File: config.mk
export PLATFORM = sky130hd
export DESIGN_NAME = fsc_switch_ctrl
export DESIGN_NICKNAME = d
export VERILOG_FILES = /design/src/core/fsc_pkg.sv /design/src/core/fsc_cfg_if.sv /design/src/core/fsc_switch_ctrl.sv /design/src/core/fsc_cfg_check.sv
export SDC_FILE = /design/constraint.sdc
export NUM_CORES = 1
export LEC_CHECK = 0
export BUFFER_PORTS_ARGS = -buffer_cell sky130_fd_sc_hd__buf_4
export CAP_MARGIN = 20
export CORE_ASPECT_RATIO = 0.75
export CORE_MARGIN = 4
export CORE_UTILIZATION = 45
export DETAILED_ROUTE_END_ITERATION = 7
export PLACE_DENSITY_LB_ADDON = 0.2
export SLEW_MARGIN = 15
export SYNTH_ARGS = -nofsm -noshare
export SYNTH_HDL_FRONTEND = slang
export SYNTH_SLANG_ARGS = --single-unit
File: constraint.sdc
create_clock -name pclk -period 1.8 [get_ports pclk]
set_input_delay 0.36 -clock pclk [delete_from_list [all_inputs] [get_ports pclk]]
set_output_delay 0.36 -clock pclk [all_outputs]
set_load 0.05 [all_outputs]
File: src/core/fsc_pkg.sv
// Package: register map, field layout and timing for the switch control block
package fsc_pkg;
    localparam logic [7:0] FSC_SWITCH_CTRL_OFFS = 8'h20;
    localparam logic [7:0] FSC_IRQ_STATUS_OFFS = 8'h24;
    localparam logic [7:0] FSC_IRQ_MASK_OFFS = 8'h28;
    localparam logic [7:0] FSC_CONFIG_OFFS = 8'h2c;
    localparam logic [7:0] FSC_SWITCH_CTRL_RESET = 8'h00;
    localparam int FSC_FAULT_MSB = 7;
    localparam int FSC_FAULT_LSB = 6;
    localparam int FSC_RSVD_MSB = 5;
    localparam int FSC_RSVD_LSB = 4;
    localparam int FSC_PATH_ONE_BIT = 3;
    localparam int FSC_PATH_TWO_BIT = 2;
    localparam int FSC_PATH_THREE_BIT = 1;
    localparam int FSC_PATH_FOUR_BIT = 0;
    localparam logic [1:0] FSC_FAULT_NONE = 2'h0;
    // Interrupt status bits: fault seen, switch pattern changed
    localparam int FSC_IRQ_FAULT_BIT = 0;
    localparam int FSC_IRQ_CHANGE_BIT = 1;
    localparam logic [1:0] FSC_IRQ_MASK_RESET = 2'h0;
    // Power-up configuration check window
    localparam int FSC_CHECK_TIME_NS = 1000;
    localparam int FSC_CLK_PERIOD_NS = 40;
    localparam int FSC_CHECK_CYCLES =
        (FSC_CHECK_TIME_NS + FSC_CLK_PERIOD_NS - 1) / FSC_CLK_PERIOD_NS;

    typedef enum logic [1:0] {
        FSC_ST_CHECK = 2'b00,
        FSC_ST_EVAL = 2'b01,
        FSC_ST_RUN = 2'b11
    } fsc_state_t;
endpackage

File: src/core/fsc_cfg_if.sv
// Interface: power-up configuration result from checker to register file
`timescale 1ns/1ps
interface fsc_cfg_if;
    logic [1:0] fault_code;
    logic done;
    modport chk (output fault_code, output done);
    modport regfile (input fault_code, input done);
endinterface

File: src/core/fsc_switch_ctrl.sv
// Four-path switch control and status register behind an APB slave
`timescale 1ns/1ps
// How it works
// RQ1: Control register at 0x20, all bits reset to zero, paths open.
// RQ2: Bits 7:6 report read-only fault code; 00 means no fault.
// RQ3: Software writes zeros to bits 5:4; they are reserved, read zero.
// RQ4: Bit 3 closes or opens path to port one A.
// RQ5: Bit 2 closes or opens path to port two A.
// RQ6: Bit 1 closes or opens path to port two B.
// RQ7: Bit 0 closes or opens path to port one B.
// RQ8: A configuration error at power-up raises a nonzero fault code.
// RQ9: Read returns switch bits, current fault code, reserved bits zero.
module fsc_switch_ctrl
    import fsc_pkg::*;
(
    input wire logic pclk,
    input wire logic presetn,
    input wire logic psel,
    input wire logic penable,
    input wire logic pwrite,
    input wire logic [7:0] paddr,
    input wire logic [31:0] pwdata,
    input wire logic [3:0] pstrb,
    output logic [31:0] prdata,
    output logic pready,
    output logic pslverr,
    input wire logic [1:0] cfg_status,
    output logic port_one_a,
    output logic port_two_a,
    output logic port_two_b,
    output logic port_one_b,
    output logic irq
);
    fsc_cfg_if cfg();
    logic [3:0] path_reg;
    logic [1:0] irq_stat_reg;
    logic [1:0] irq_mask_reg;
    logic [1:0] irq_set;
    logic access, wr_en, rd_en, lane0;
    logic path_wr;
    logic done_prev_reg;

    fsc_cfg_check i_fsc_cfg_check (
        .pclk(pclk),
        .presetn(presetn),
        .cfg_status(cfg_status),
        .cfg(cfg)
    );

    // Known offsets only; anything else answers with an error
    function automatic logic addr_ok(input logic [7:0] a);
        return a == FSC_SWITCH_CTRL_OFFS || a == FSC_IRQ_STATUS_OFFS ||
               a == FSC_IRQ_MASK_OFFS || a == FSC_CONFIG_OFFS;
    endfunction

    // One wait state: pready is registered, so the access phase takes two
    // cycles; writes land only at the completing edge, as the bus expects
    assign access = psel && penable && !pready;
    assign wr_en = psel && penable && pready && pwrite && addr_ok(paddr);
    assign rd_en = access && !pwrite;
    assign lane0 = pstrb[0];
    assign path_wr = wr_en && lane0 && paddr == FSC_SWITCH_CTRL_OFFS;

    always_ff @(posedge pclk or negedge presetn) begin
        if (!presetn) begin
            pready <= 1'b0;
            pslverr <= 1'b0;
        end else begin
            pready <= access;
            pslverr <= access && !addr_ok(paddr);
        end
    end

    // RQ1: reset all paths open
    // RQ3: bits 5:4 are not stored
    always_ff @(posedge pclk or negedge presetn) begin
        if (!presetn) begin
            path_reg <= FSC_SWITCH_CTRL_RESET[3:0];
        end else if (path_wr) begin
            path_reg <= pwdata[3:0];
        end
    end

    // Switch drive pins follow the register one cycle later
    // RQ4: path one A
    // RQ5: path two A
    // RQ6: path two B
    // RQ7: path one B
    always_ff @(posedge pclk or negedge presetn) begin
        if (!presetn) begin
            port_one_a <= 1'b0;
            port_two_a <= 1'b0;
            port_two_b <= 1'b0;
            port_one_b <= 1'b0;
        end else begin
            port_one_a <= path_reg[FSC_PATH_ONE_BIT];
            port_two_a <= path_reg[FSC_PATH_TWO_BIT];
            port_two_b <= path_reg[FSC_PATH_THREE_BIT];
            port_one_b <= path_reg[FSC_PATH_FOUR_BIT];
        end
    end

    // Previous done level, so the fault event fires once on its rising edge
    always_ff @(posedge pclk or negedge presetn) begin
        if (!presetn) begin
            done_prev_reg <= 1'b0;
        end else begin
            done_prev_reg <= cfg.done;
        end
    end

    // Events: a nonzero fault latched, or the switch pattern changed
    always_comb begin
        irq_set = 2'h0;
        irq_set[FSC_IRQ_FAULT_BIT] = cfg.done && !done_prev_reg &&
            cfg.fault_code != FSC_FAULT_NONE;
        irq_set[FSC_IRQ_CHANGE_BIT] = path_wr && pwdata[3:0] != path_reg;
    end

    // Write-one-to-clear; a new event in the same cycle wins over the clear
    always_ff @(posedge pclk or negedge presetn) begin
        if (!presetn) begin
            irq_stat_reg <= 2'h0;
        end else if (wr_en && lane0 && paddr == FSC_IRQ_STATUS_OFFS) begin
            irq_stat_reg <= (irq_stat_reg & ~pwdata[1:0]) | irq_set;
        end else begin
            irq_stat_reg <= irq_stat_reg | irq_set;
        end
    end

    always_ff @(posedge pclk or negedge presetn) begin
        if (!presetn) begin
            irq_mask_reg <= FSC_IRQ_MASK_RESET;
        end else if (wr_en && lane0 && paddr == FSC_IRQ_MASK_OFFS) begin
            irq_mask_reg <= pwdata[1:0];
        end
    end

    always_ff @(posedge pclk or negedge presetn) begin
        if (!presetn) begin
            irq <= 1'b0;
        end else begin
            irq <= |(irq_stat_reg & irq_mask_reg);
        end
    end

    // Read data: registered, only while a read completes
    // RQ2: fault code read-only
    // RQ9: read back composition
    always_ff @(posedge pclk or negedge presetn) begin
        if (!presetn) begin
            prdata <= 32'h0000_0000;
        end else if (rd_en) begin
            case (paddr)
                FSC_SWITCH_CTRL_OFFS:
                    prdata <= {24'h00_0000, cfg.fault_code, 2'h0, path_reg};
                FSC_IRQ_STATUS_OFFS: prdata <= {30'h0, irq_stat_reg};
                FSC_IRQ_MASK_OFFS: prdata <= {30'h0, irq_mask_reg};
                FSC_CONFIG_OFFS: prdata <= {31'h0, cfg.done};
                default: prdata <= 32'h0000_0000;
            endcase
        end else begin
            prdata <= 32'h0000_0000;
        end
    end
endmodule

File: src/core/fsc_cfg_check.sv
// Power-up configuration checker: waits, then samples the config status
`timescale 1ns/1ps
module fsc_cfg_check
    import fsc_pkg::*;
(
    input wire logic pclk,
    input wire logic presetn,
    input wire logic [1:0] cfg_status,
    fsc_cfg_if.chk cfg
);
    logic [1:0] s1_reg, s2_reg, s3_reg;
    logic [1:0] stable_reg;
    logic [$clog2(FSC_CHECK_CYCLES+1)-1:0] cnt_reg;
    fsc_state_t state_reg;

    // Three-stage synchroniser; a value counts once stages two and three agree
    always_ff @(posedge pclk or negedge presetn) begin
        if (!presetn) begin
            s1_reg <= 2'h0;
            s2_reg <= 2'h0;
            s3_reg <= 2'h0;
        end else begin
            s1_reg <= cfg_status;
            s2_reg <= s1_reg;
            s3_reg <= s2_reg;
        end
    end

    always_ff @(posedge pclk or negedge presetn) begin
        if (!presetn) begin
            stable_reg <= 2'h0;
        end else if (s2_reg == s3_reg) begin
            stable_reg <= s3_reg;
        end
    end

    // Sequencer: let the status settle, then latch it once
    // RQ8: latch fault code
    always_ff @(posedge pclk or negedge presetn) begin
        if (!presetn) begin
            state_reg <= FSC_ST_CHECK;
            cnt_reg <= '0;
            cfg.fault_code <= FSC_FAULT_NONE;
            cfg.done <= 1'b0;
        end else begin
            case (state_reg)
                FSC_ST_CHECK: begin
                    if (cnt_reg ==
                            ($bits(cnt_reg))'(FSC_CHECK_CYCLES - 1)) begin
                        state_reg <= FSC_ST_EVAL;
                    end else begin
                        cnt_reg <= cnt_reg + 1'b1;
                    end
                end
                FSC_ST_EVAL: begin
                    cfg.fault_code <= stable_reg;
                    cfg.done <= 1'b1;
                    state_reg <= FSC_ST_RUN;
                end
                FSC_ST_RUN: begin
                    state_reg <= FSC_ST_RUN;
                end
                default: begin
                    state_reg <= FSC_ST_CHECK;
                end
            endcase
        end
    end
endmodule

After elaboration in Yosys (flattened, before gate mapping)
Index checks and enable logic that the tools add are counted.
{"block": "classes", "n_addsub": 1, "n_eq_ne": 10, "muxes": 5, "n_bitwise": 6, "reduce_logical": 26}
{"cell": "== test 8 x 6 -> 1 bit (second input constant)", "count": 4}
{"cell": "one-hot mux 8 bit (4 select lines)", "count": 1}
{"cell": "logical AND 1 bit", "count": 14}
{"cell": "two-way mux 8 bit", "count": 1}
{"cell": "adder 5 x 1 -> 5 bit (second input constant)", "count": 1}
{"cell": "== test 5 bit (second input constant)", "count": 1}
{"cell": "bitwise AND 2 bit", "count": 2}
{"cell": "logical NOT 1 bit", "count": 4}
{"cell": "two-way mux 2 bit", "count": 2}
{"cell": "!= test 4 bit", "count": 1}
{"cell": "OR 2 bit", "count": 2}
{"cell": "one-hot mux 2 bit (2 select lines)", "count": 1}
{"cell": "OR reduction 2 bit", "count": 2}
{"cell": "logical OR 1 bit", "count": 3}
{"cell": "== test 2 x 1 -> 1 bit (second input constant)", "count": 1}
{"cell": "== test 2 bit", "count": 1}
{"cell": "== test 2 bit (second input constant)", "count": 1}
{"cell": "logical NOT 2 bit", "count": 1}
{"cell": "!= test 2 x 1 -> 1 bit (second input constant)", "count": 1}
{"cell": "inverter 2 bit", "count": 1}
{"cell": "AND reduction 2 bit", "count": 1}
{"cell": "nonzero test 2 bit", "count": 1}
{"cell": "inverter 1 bit", "count": 1}
{"block": "word_totals", "reg_bits": 42, "inputBits": 51, "out_inout_bits": 39, "elab_cells": 68}

Logic depth before layout (Yosys ltp)
Gate-level depths: netlist (run 1).
{"block": "depth", "ltp_word": 10, "ltp_mapped": 5, "mapped_depth_nobuf": 5}

By module
From an unflattened synthesis (run 1), not the netlist that was laid out.
{"block": "hier_totals", "hier_cells": 147, "area_unflattened_um2": 1810.5}
{"module": "fsc_switch_ctrl", "instances": 1, "cells_per_inst": 96, "area_each_um2": 1121.1}
{"module": "fsc_cfg_check", "instances": 1, "cells_per_inst": 51, "area_each_um2": 689.4}

Worst setup path after synthesis (run 1)
OpenSTA, ideal clock, no wires.
{"block": "synth_timing", "path_kind": "register to register", "start": "register pready", "end": "register path_reg[0]", "setup_ns": 0.125, "t_arrival_ns": 1.715, "required_time_ns": 1.675, "setup_slack_ns": -0.040, "stages_incl_launch_ff": 4, "cell_sequence": "dfrtp_1 or3b_4 or3_4 mux2_2"}
{"block": "synth_via", "elab_chain_len": 5}
{"item": "start: declaration", "line_no": "fsc_switch_ctrl.sv:25", "rtl": "output logic pready,"}
{"item": "start signal: assignment", "line_no": "fsc_switch_ctrl.sv:69", "rtl": "pready <= access;"}
{"item": "logical AND 1 bit (3 in series)", "line_no": "fsc_switch_ctrl.sv:59", "rtl": "assign wr_en = psel && penable && pready && pwrite && addr_ok(paddr);"}
{"item": "logical AND 1 bit (2 in series)", "line_no": "fsc_switch_ctrl.sv:62", "rtl": "assign path_wr = wr_en && lane0 && paddr == FSC_SWITCH_CTRL_OFFS;"}
{"item": "end signal: assignment", "line_no": "fsc_switch_ctrl.sv:78", "rtl": "path_reg <= FSC_SWITCH_CTRL_RESET[3:0];"}
{"item": "end signal: assignment", "line_no": "fsc_switch_ctrl.sv:80", "rtl": "path_reg <= pwdata[3:0];"}
{"item": "end: declaration", "line_no": "fsc_switch_ctrl.sv:35", "rtl": "logic [3:0] path_reg;"}
No other way between the ends.
A chain may end at the register's enable or synchronous reset.

Worst setup path in the final report (run 1)
{"block": "layout_timing", "start": "register pready", "end": "register path_reg[2]"}
The elaborated chain is that of the path after synthesis.

==> impl_metrics.yaml, run 1 <==
synth:
  synth_mux_area_share_pct: 7.90
  ys.flop_type: "dfrtp_1"
  syn_area_per_cell_um2: 12.3
  synth_area_um2: 1790
  ys_types: 37
  synth-edff-count: 0
  synthCells: 145
  synth-seq-cells: 40
  synth_xor_area_share_pct: 4.90
  synthAdderAreaFrac_pct: 1.40
  seq_area_frac_synth_pct: 55.9
  yosys.area_share.simple_pct: 13.1
  synth-compound-area-share_pct: 4.13
  async_flop_share_pct: 100
  yosys_warnings: 0
  synth_top_family_by_area: "simple AND/OR/NAND/NOR gates"
worst_setup_path:
  required_ns: 1.99
  cp.buffers_inverters: 0
  reg2reg_depth: 3
  crit_family: "simple AND/OR/NAND/NOR gates"
  crit_cells: 3
  cp.arrival_ns: 1.72
  crit_chain: "or3b_4 -> or3_4 -> mux2_2"
  cp-end-kind: "flip-flop"
  start_kind: "flip-flop"
  critical_path.slowest_cell: "dfrtp_2"
  slowest_delay_ns: 0.39
  crit_type: "reg2reg"
  path_max_fanout: 5
pwr:
  pwr-share-comb_pct: 12.0
  p_leak_uw: 0.00106
  p_seq_share_pct: 48.6
  cellPowerDensity_nw_per_um2: 903
  p_switching_uw: 501
  p_int_uw: 1430
  power.share.switching_pct: 26.0
  max-vdd-ir-drop_uv: 643
  clockPowerShare_pct: 39.3
drt:
  viasPerCell: 4.63
  routedWlPerCell_um: 12.5
  drtPass1Iterations: 4
  ant_nets: 0
  drc: 0
  vias: 1101
  wirelength_um: 2970
  drt-initial-drc-count: 24
global_route:
  grt_pass1_vias: 1125
  antenna_found_initial: 0
  grt_max_degree: 41
  grt_pass1_wl_um: 4950
  grt-ovfl-total: 0
  track_usage_pct: 12.8
clock_network:
  cts_resized: 0
  clockRootBuffer: "clkbuf_8"
  postCtsSetupBuffers: 0
  htree_levels: 2
  insertion_delay_ns: 0.30
  numClockSinks: 40
  cts_buffers: 5
  cts_tree: "done"
  clkSlewWorstSetupHoldPaths_ns: 0.08
  postCtsHoldBufs: 0
  clk_path_buf_depth: 2
die:
  io-pin-count: 90
  core_um2: 3730
  start_util_pct: 47.9
  die-area_um2: 5060
  row_count: 19
  fp.dieW_um: 80.8
  die_height_um: 62.6
sta:
  fin_worst_skew_ns: 0.0108
  slew_viol_final: 0
  min_period_over_period_pct: 85.2
  fin_crit_ns: 1.53
  hold_ws_ns: 0.0175
  hold_viol_final: 0
  setup_viol: 0
  rsz0062_at_grt: "no"
  finalSetupTns_ns: 0
  maxClockFrequency_ghz: 0.652
cells_and_area:
  largest_reg_flops: 6
  fillers: 330
  drive_gt1_share_pct: 33.9
  insertedDiodeCount: 0
  nNetsFinal: 238
  final_area_um2: 2140
  syn2layout_area_growth_pct: 19.5
job:
  maxCapViolCount: 0
placed_design:
  io_buffers: 32
  gp_congestion: 0.762
  place_area_um2: 2020
  dp_hpwl_um: 2320
worst_hold_path:
  holdCritPathClass: "in2async"
run_status:
  status: "complete, no violations"
## area by class of cell
cell class	instances	area (µm²)	share of cell area (%)
clock buffers	6	82.6	3.86
clock inverters	2	38.8	1.81
inverters	5	18.8	0.878
multi-input cells	97	661	30.9
flip-flops and latches	40	1000	46.9
well taps	52	65.1	3.04
repair buffers	36	270	12.6
## layout by cell type, fill, tap and decap left out, types with 2 or more instances in the layout
cell type / instances
and2_1: 4
ha_1: 2
mux2_2: 7
o31ai_1: 2
nand2b_1: 2
xor2_1: 4
conb_1: 26
mux2_4: 2
nand2_1: 5
clkbuf_8: 6
nor2b_1: 2
nor4_1: 2
nor2_1: 7
or2_2: 2
a21oi_1: 4
dfrtp_1: 39
buf_4: 36
xnor2_1: 6
inv_1: 5
nand4_1: 3
## Yosys cell counts (2+ instances only)
master | n | area share (%)
dfrtp_1 | 40 | 56
buf_4 | 26 | 11
mux2_2 | 7 | 4.4
nor2_1 | 7 | 1.5
xnor2_1 | 6 | 2.9
inv_1 | 5 | 1.0
nand2_1 | 5 | 1.0
a21oi_1 | 4 | 1.1
and2_1 | 4 | 1.4
xor2_1 | 4 | 2.0
nand4_1 | 3 | 1.0
clkbuf_1 | 2 | 0.42
ha_1 | 2 | 1.4
mux2_4 | 2 | 1.7
nand2b_1 | 2 | 0.70
nor2b_1 | 2 | 0.70
nor4_1 | 2 | 0.70
o31ai_1 | 2 | 0.84
or2_2 | 2 | 0.70
## power by group through the flow
stage               Combinational, µW  Clock, µW  Sequential [µW]
finish                            232        759              939
global route                      249        819              942
CTS                               233        783              939
detailed placement                233          0              957
global placement                  229          0              955
floorplan                         200          0              961
## per-stage QoR
stage | cells | util [%] | total power (µW) | worst slack [ns]
5_1_grt | 238 | 57.3 | 2010 | 0.222
3_5_place_dp | 230 | 54.0 | 1190 | -0.0331
6_report | 238 | 57.3 | 1930 | 0.267
3_3_place_gp | 230 | 54.0 | 1180 | -0.00119
4_1_cts | 238 | 57.3 | 1950 | 0.262
2_1_floorplan | 170 | - | 1160 | 0.0985
## per-layer routing
| layer | global-route usage (%) | vias to the layer above | routed length [µm] |
|---|---|---|---|
| met3 | 3.89 | 8 | 243 |
| met2 | 20.3 | 40 | 1400 |
| li1 | - | 514 | - |
| met4 | 5.70 | 0 | 61 |
| met1 | 16.0 | 539 | 1260 |
| met5 | 0 | - | 0 |
## cells by family after synthesis
| group | after synthesis |
|---|---|
| buffers and inverters | 33 |
| and+or+nand+nor | 37 |
| adders and majority gates | 2 |
| AOI/OAI and AO/OA | 11 |
| DFF | 40 |
| muxes | 11 |
| xor gates and xnor gates | 10 |
| other | 1 |
## worst paths after layout
check                                                    start                                  end  slack [ns]
max in group asynchronous                              presetn                     pready$_DFF_PN0_        1.41
hold / removal                                         presetn                 port_two_a$_DFF_PN0_        0.02
min in group pclk                                cfg_status[1]  i_fsc_cfg_check.s1_reg[1]$_DFF_PN0_        0.17
setup reg to reg                              pready$_DFF_PN0_              path_reg[2]$_DFFE_PN0P_        0.27
setup / recovery                              pready$_DFF_PN0_              path_reg[2]$_DFFE_PN0P_        0.27
hold reg to reg            i_fsc_cfg_check.s1_reg[0]$_DFF_PN0_  i_fsc_cfg_check.s2_reg[0]$_DFF_PN0_        0.35
Power figures use the tool's default switching activity.
==> run 2, diff against run 1 <==
BUFFER_PORTS_ARGS = unset   (was -buffer_cell sky130_fd_sc_hd__buf_4)
CORE_UTILIZATION = 61   (was 45)
DONT_BUFFER_PORTS = 1   (was unset)
==> run 2 against run 1 <==
Non-clock buffer count decreased by 31. Worst setup slack got worse by 0.028 ns. Via count decreased by 11%. Critical path type unchanged. Cell area decreased by 13%. Hold slack improved by 0.089 ns. First-iteration DRC count increased by 79%. Wire length decreased by 5.9%. Final cell count decreased by 20%. Critical path depth unchanged.
==> impl_metrics.yaml, run 2 (synthesized netlist as in run 1, its figures left out) <==
run_status:
  status: "complete, no violations"
die:
  io-pin-count: 90
  row_count: 16
  die_height_um: 54.9
  fp.dieW_um: 70.5
  die-area_um2: 3870
  start_util_pct: 66.2
  core_um2: 2700
worst_setup_path:
  critical_path.slowest_cell: "or3b_4"
  crit_type: "reg2reg"
  start_kind: "flip-flop"
  required_ns: 1.97
  slowest_delay_ns: 0.40
  crit_family: "simple AND/OR/NAND/NOR gates"
  path_max_fanout: 4
  crit_chain: "or3b_4 -> or3_4 -> mux2_2"
  cp.arrival_ns: 1.73
  cp-end-kind: "flip-flop"
  cp.buffers_inverters: 0
global_route:
  grt_max_degree: 41
  grt_pass1_vias: 914
  antenna_found_initial: 0
  track_usage_pct: 15.5
  grt-ovfl-total: 0
  grt_pass1_wl_um: 4330
drt:
  vias: 983
  drt-initial-drc-count: 43
  routedWlPerCell_um: 14.6
  drtPass1Iterations: 4
  viasPerCell: 5.15
  ant_nets: 0
  wirelength_um: 2790
  drc: 0
cells_and_area:
  mostFrequentLayoutCell: "dfrtp_1"
  insertedDiodeCount: 0
  drive_gt1_share_pct: 18.7
  nNetsFinal: 207
  layout.cells.non_filler: 191
  syn2layout_area_growth_pct: 4.48
  most-common-layout-cells: "dfrtp_1, conb_1, nor2_1, mux2_2"
  largest_reg_flops: 6
clock_network:
  clk_path_buf_depth: 2
  htree_levels: 2
  cts_tree: "done"
  clkSlewWorstSetupHoldPaths_ns: 0.07
  clockRootBuffer: "clkbuf_8"
  cts_buffers: 5
  postCtsSetupBuffers: 0
  insertion_delay_ns: 0.28
  numClockSinks: 40
pwr:
  p_leak_uw: 0.000891
  power.share.switching_pct: 26.5
  clockPowerShare_pct: 34.0
  p_int_uw: 1270
  cellPowerDensity_nw_per_um2: 921
  pwr-share-comb_pct: 11.1
  max-vdd-ir-drop_uv: 589
  p_switching_uw: 456
  p_seq_share_pct: 54.9
sta:
  fin_worst_skew_ns: 0.00623
  slew_viol_final: 0
  maxClockFrequency_ghz: 0.641
  finalSetupTns_ns: 0
  fin_crit_ns: 1.56
  setup_viol: 0
  hold_viol_final: 0
  min_period_over_period_pct: 86.7
  rsz0062_at_grt: "no"
placed_design:
  dp_cells: 181
  dp_hpwl_um: 2110
  gp_congestion: 0.810
  io_buffers: 0
worst_hold_path:
  holdCritPathClass: "in2reg"
job:
  maxCapViolCount: 0
[run 2: cell count changes in the layout (fill, tap and decap cells not counted)]
cell / change
clkinv_4: -1
buf_12: +1
clkbuf_1: +2
buf_4: -33
bufinv_16: -1
dlygate4sd3_1: +1
[run 2: timing repair]
| item | 4_1_cts | 5_1_grt |
|---|---|---|
| endpoints found under the hold margin | 40 | 0 |
| hold buffers | 2 | 0 |
| gates resized for setup | 0 | 0 |
[run 2: cell type report]
cell class              instances  area (µm²)
clock buffers                   8        90.1
flip-flops and latches         40        1000
repair buffers                  5        52.6
multi-input cells              97         661
well taps                      36        45.0
inverters                       5        18.8
fillers                       202         833
[run 2: power groups by stage]
stage	Sequential (µW)	Combinational [µW]	Clock, µW
final	945	191	586
after global routing	947	204	657
after CTS	945	191	611
after detailed placement	963	166	0
after global placement	960	163	0
after floorplan	961	200	0
[run 2: per-layer routing]
metal	GRT usage, %	share of wire [%]
met1	18.9	42
met2	25.2	46
met3	5.05	11
met4	8.44	1.2
met5	0	0
[run 2: worst register-to-register path: stages (launching register included)]
cell	delay, ns
dfrtp_2	0.38
or3b_4	0.40
or3_4	0.38
mux2_2	0.28
[run 2: worst paths after layout]
kind	slack (ns)	end	startpoint	cells past startpoint
hold / removal	0.11	i_fsc_cfg_check.s1_reg[1]$_DFF_PN0_	cfg_status[1]	0
max in group asynchronous	1.06	pready$_DFF_PN0_	presetn	2
setup / recovery	0.24	path_reg[3]$_DFFE_PN0P_	pready$_DFF_PN0_	3
min in group asynchronous	0.54	prdata[7]$_DFF_PN0_	presetn	2
hold reg to reg	0.35	i_fsc_cfg_check.s2_reg[1]$_DFF_PN0_	i_fsc_cfg_check.s1_reg[1]$_DFF_PN0_	0
setup reg to reg	0.24	path_reg[3]$_DFFE_PN0P_	pready$_DFF_PN0_	3
[run 2: through the flow]
step           utilization (%)  hold WS, ns  worst slack (ns)  total power [µW]  area [µm²]
6_report                  69.2        0.106             0.240              1720        1870
5_1_grt                   69.2       0.0803             0.219              1810        1870
4_1_cts                   69.2       0.0944             0.249              1750        1870
3_5_place_dp              64.7       0.0654            0.0909              1130        1750
3_3_place_gp              64.7       0.0657             0.116              1120        1750
2_1_floorplan                -       0.0644            0.0985              1160        1880
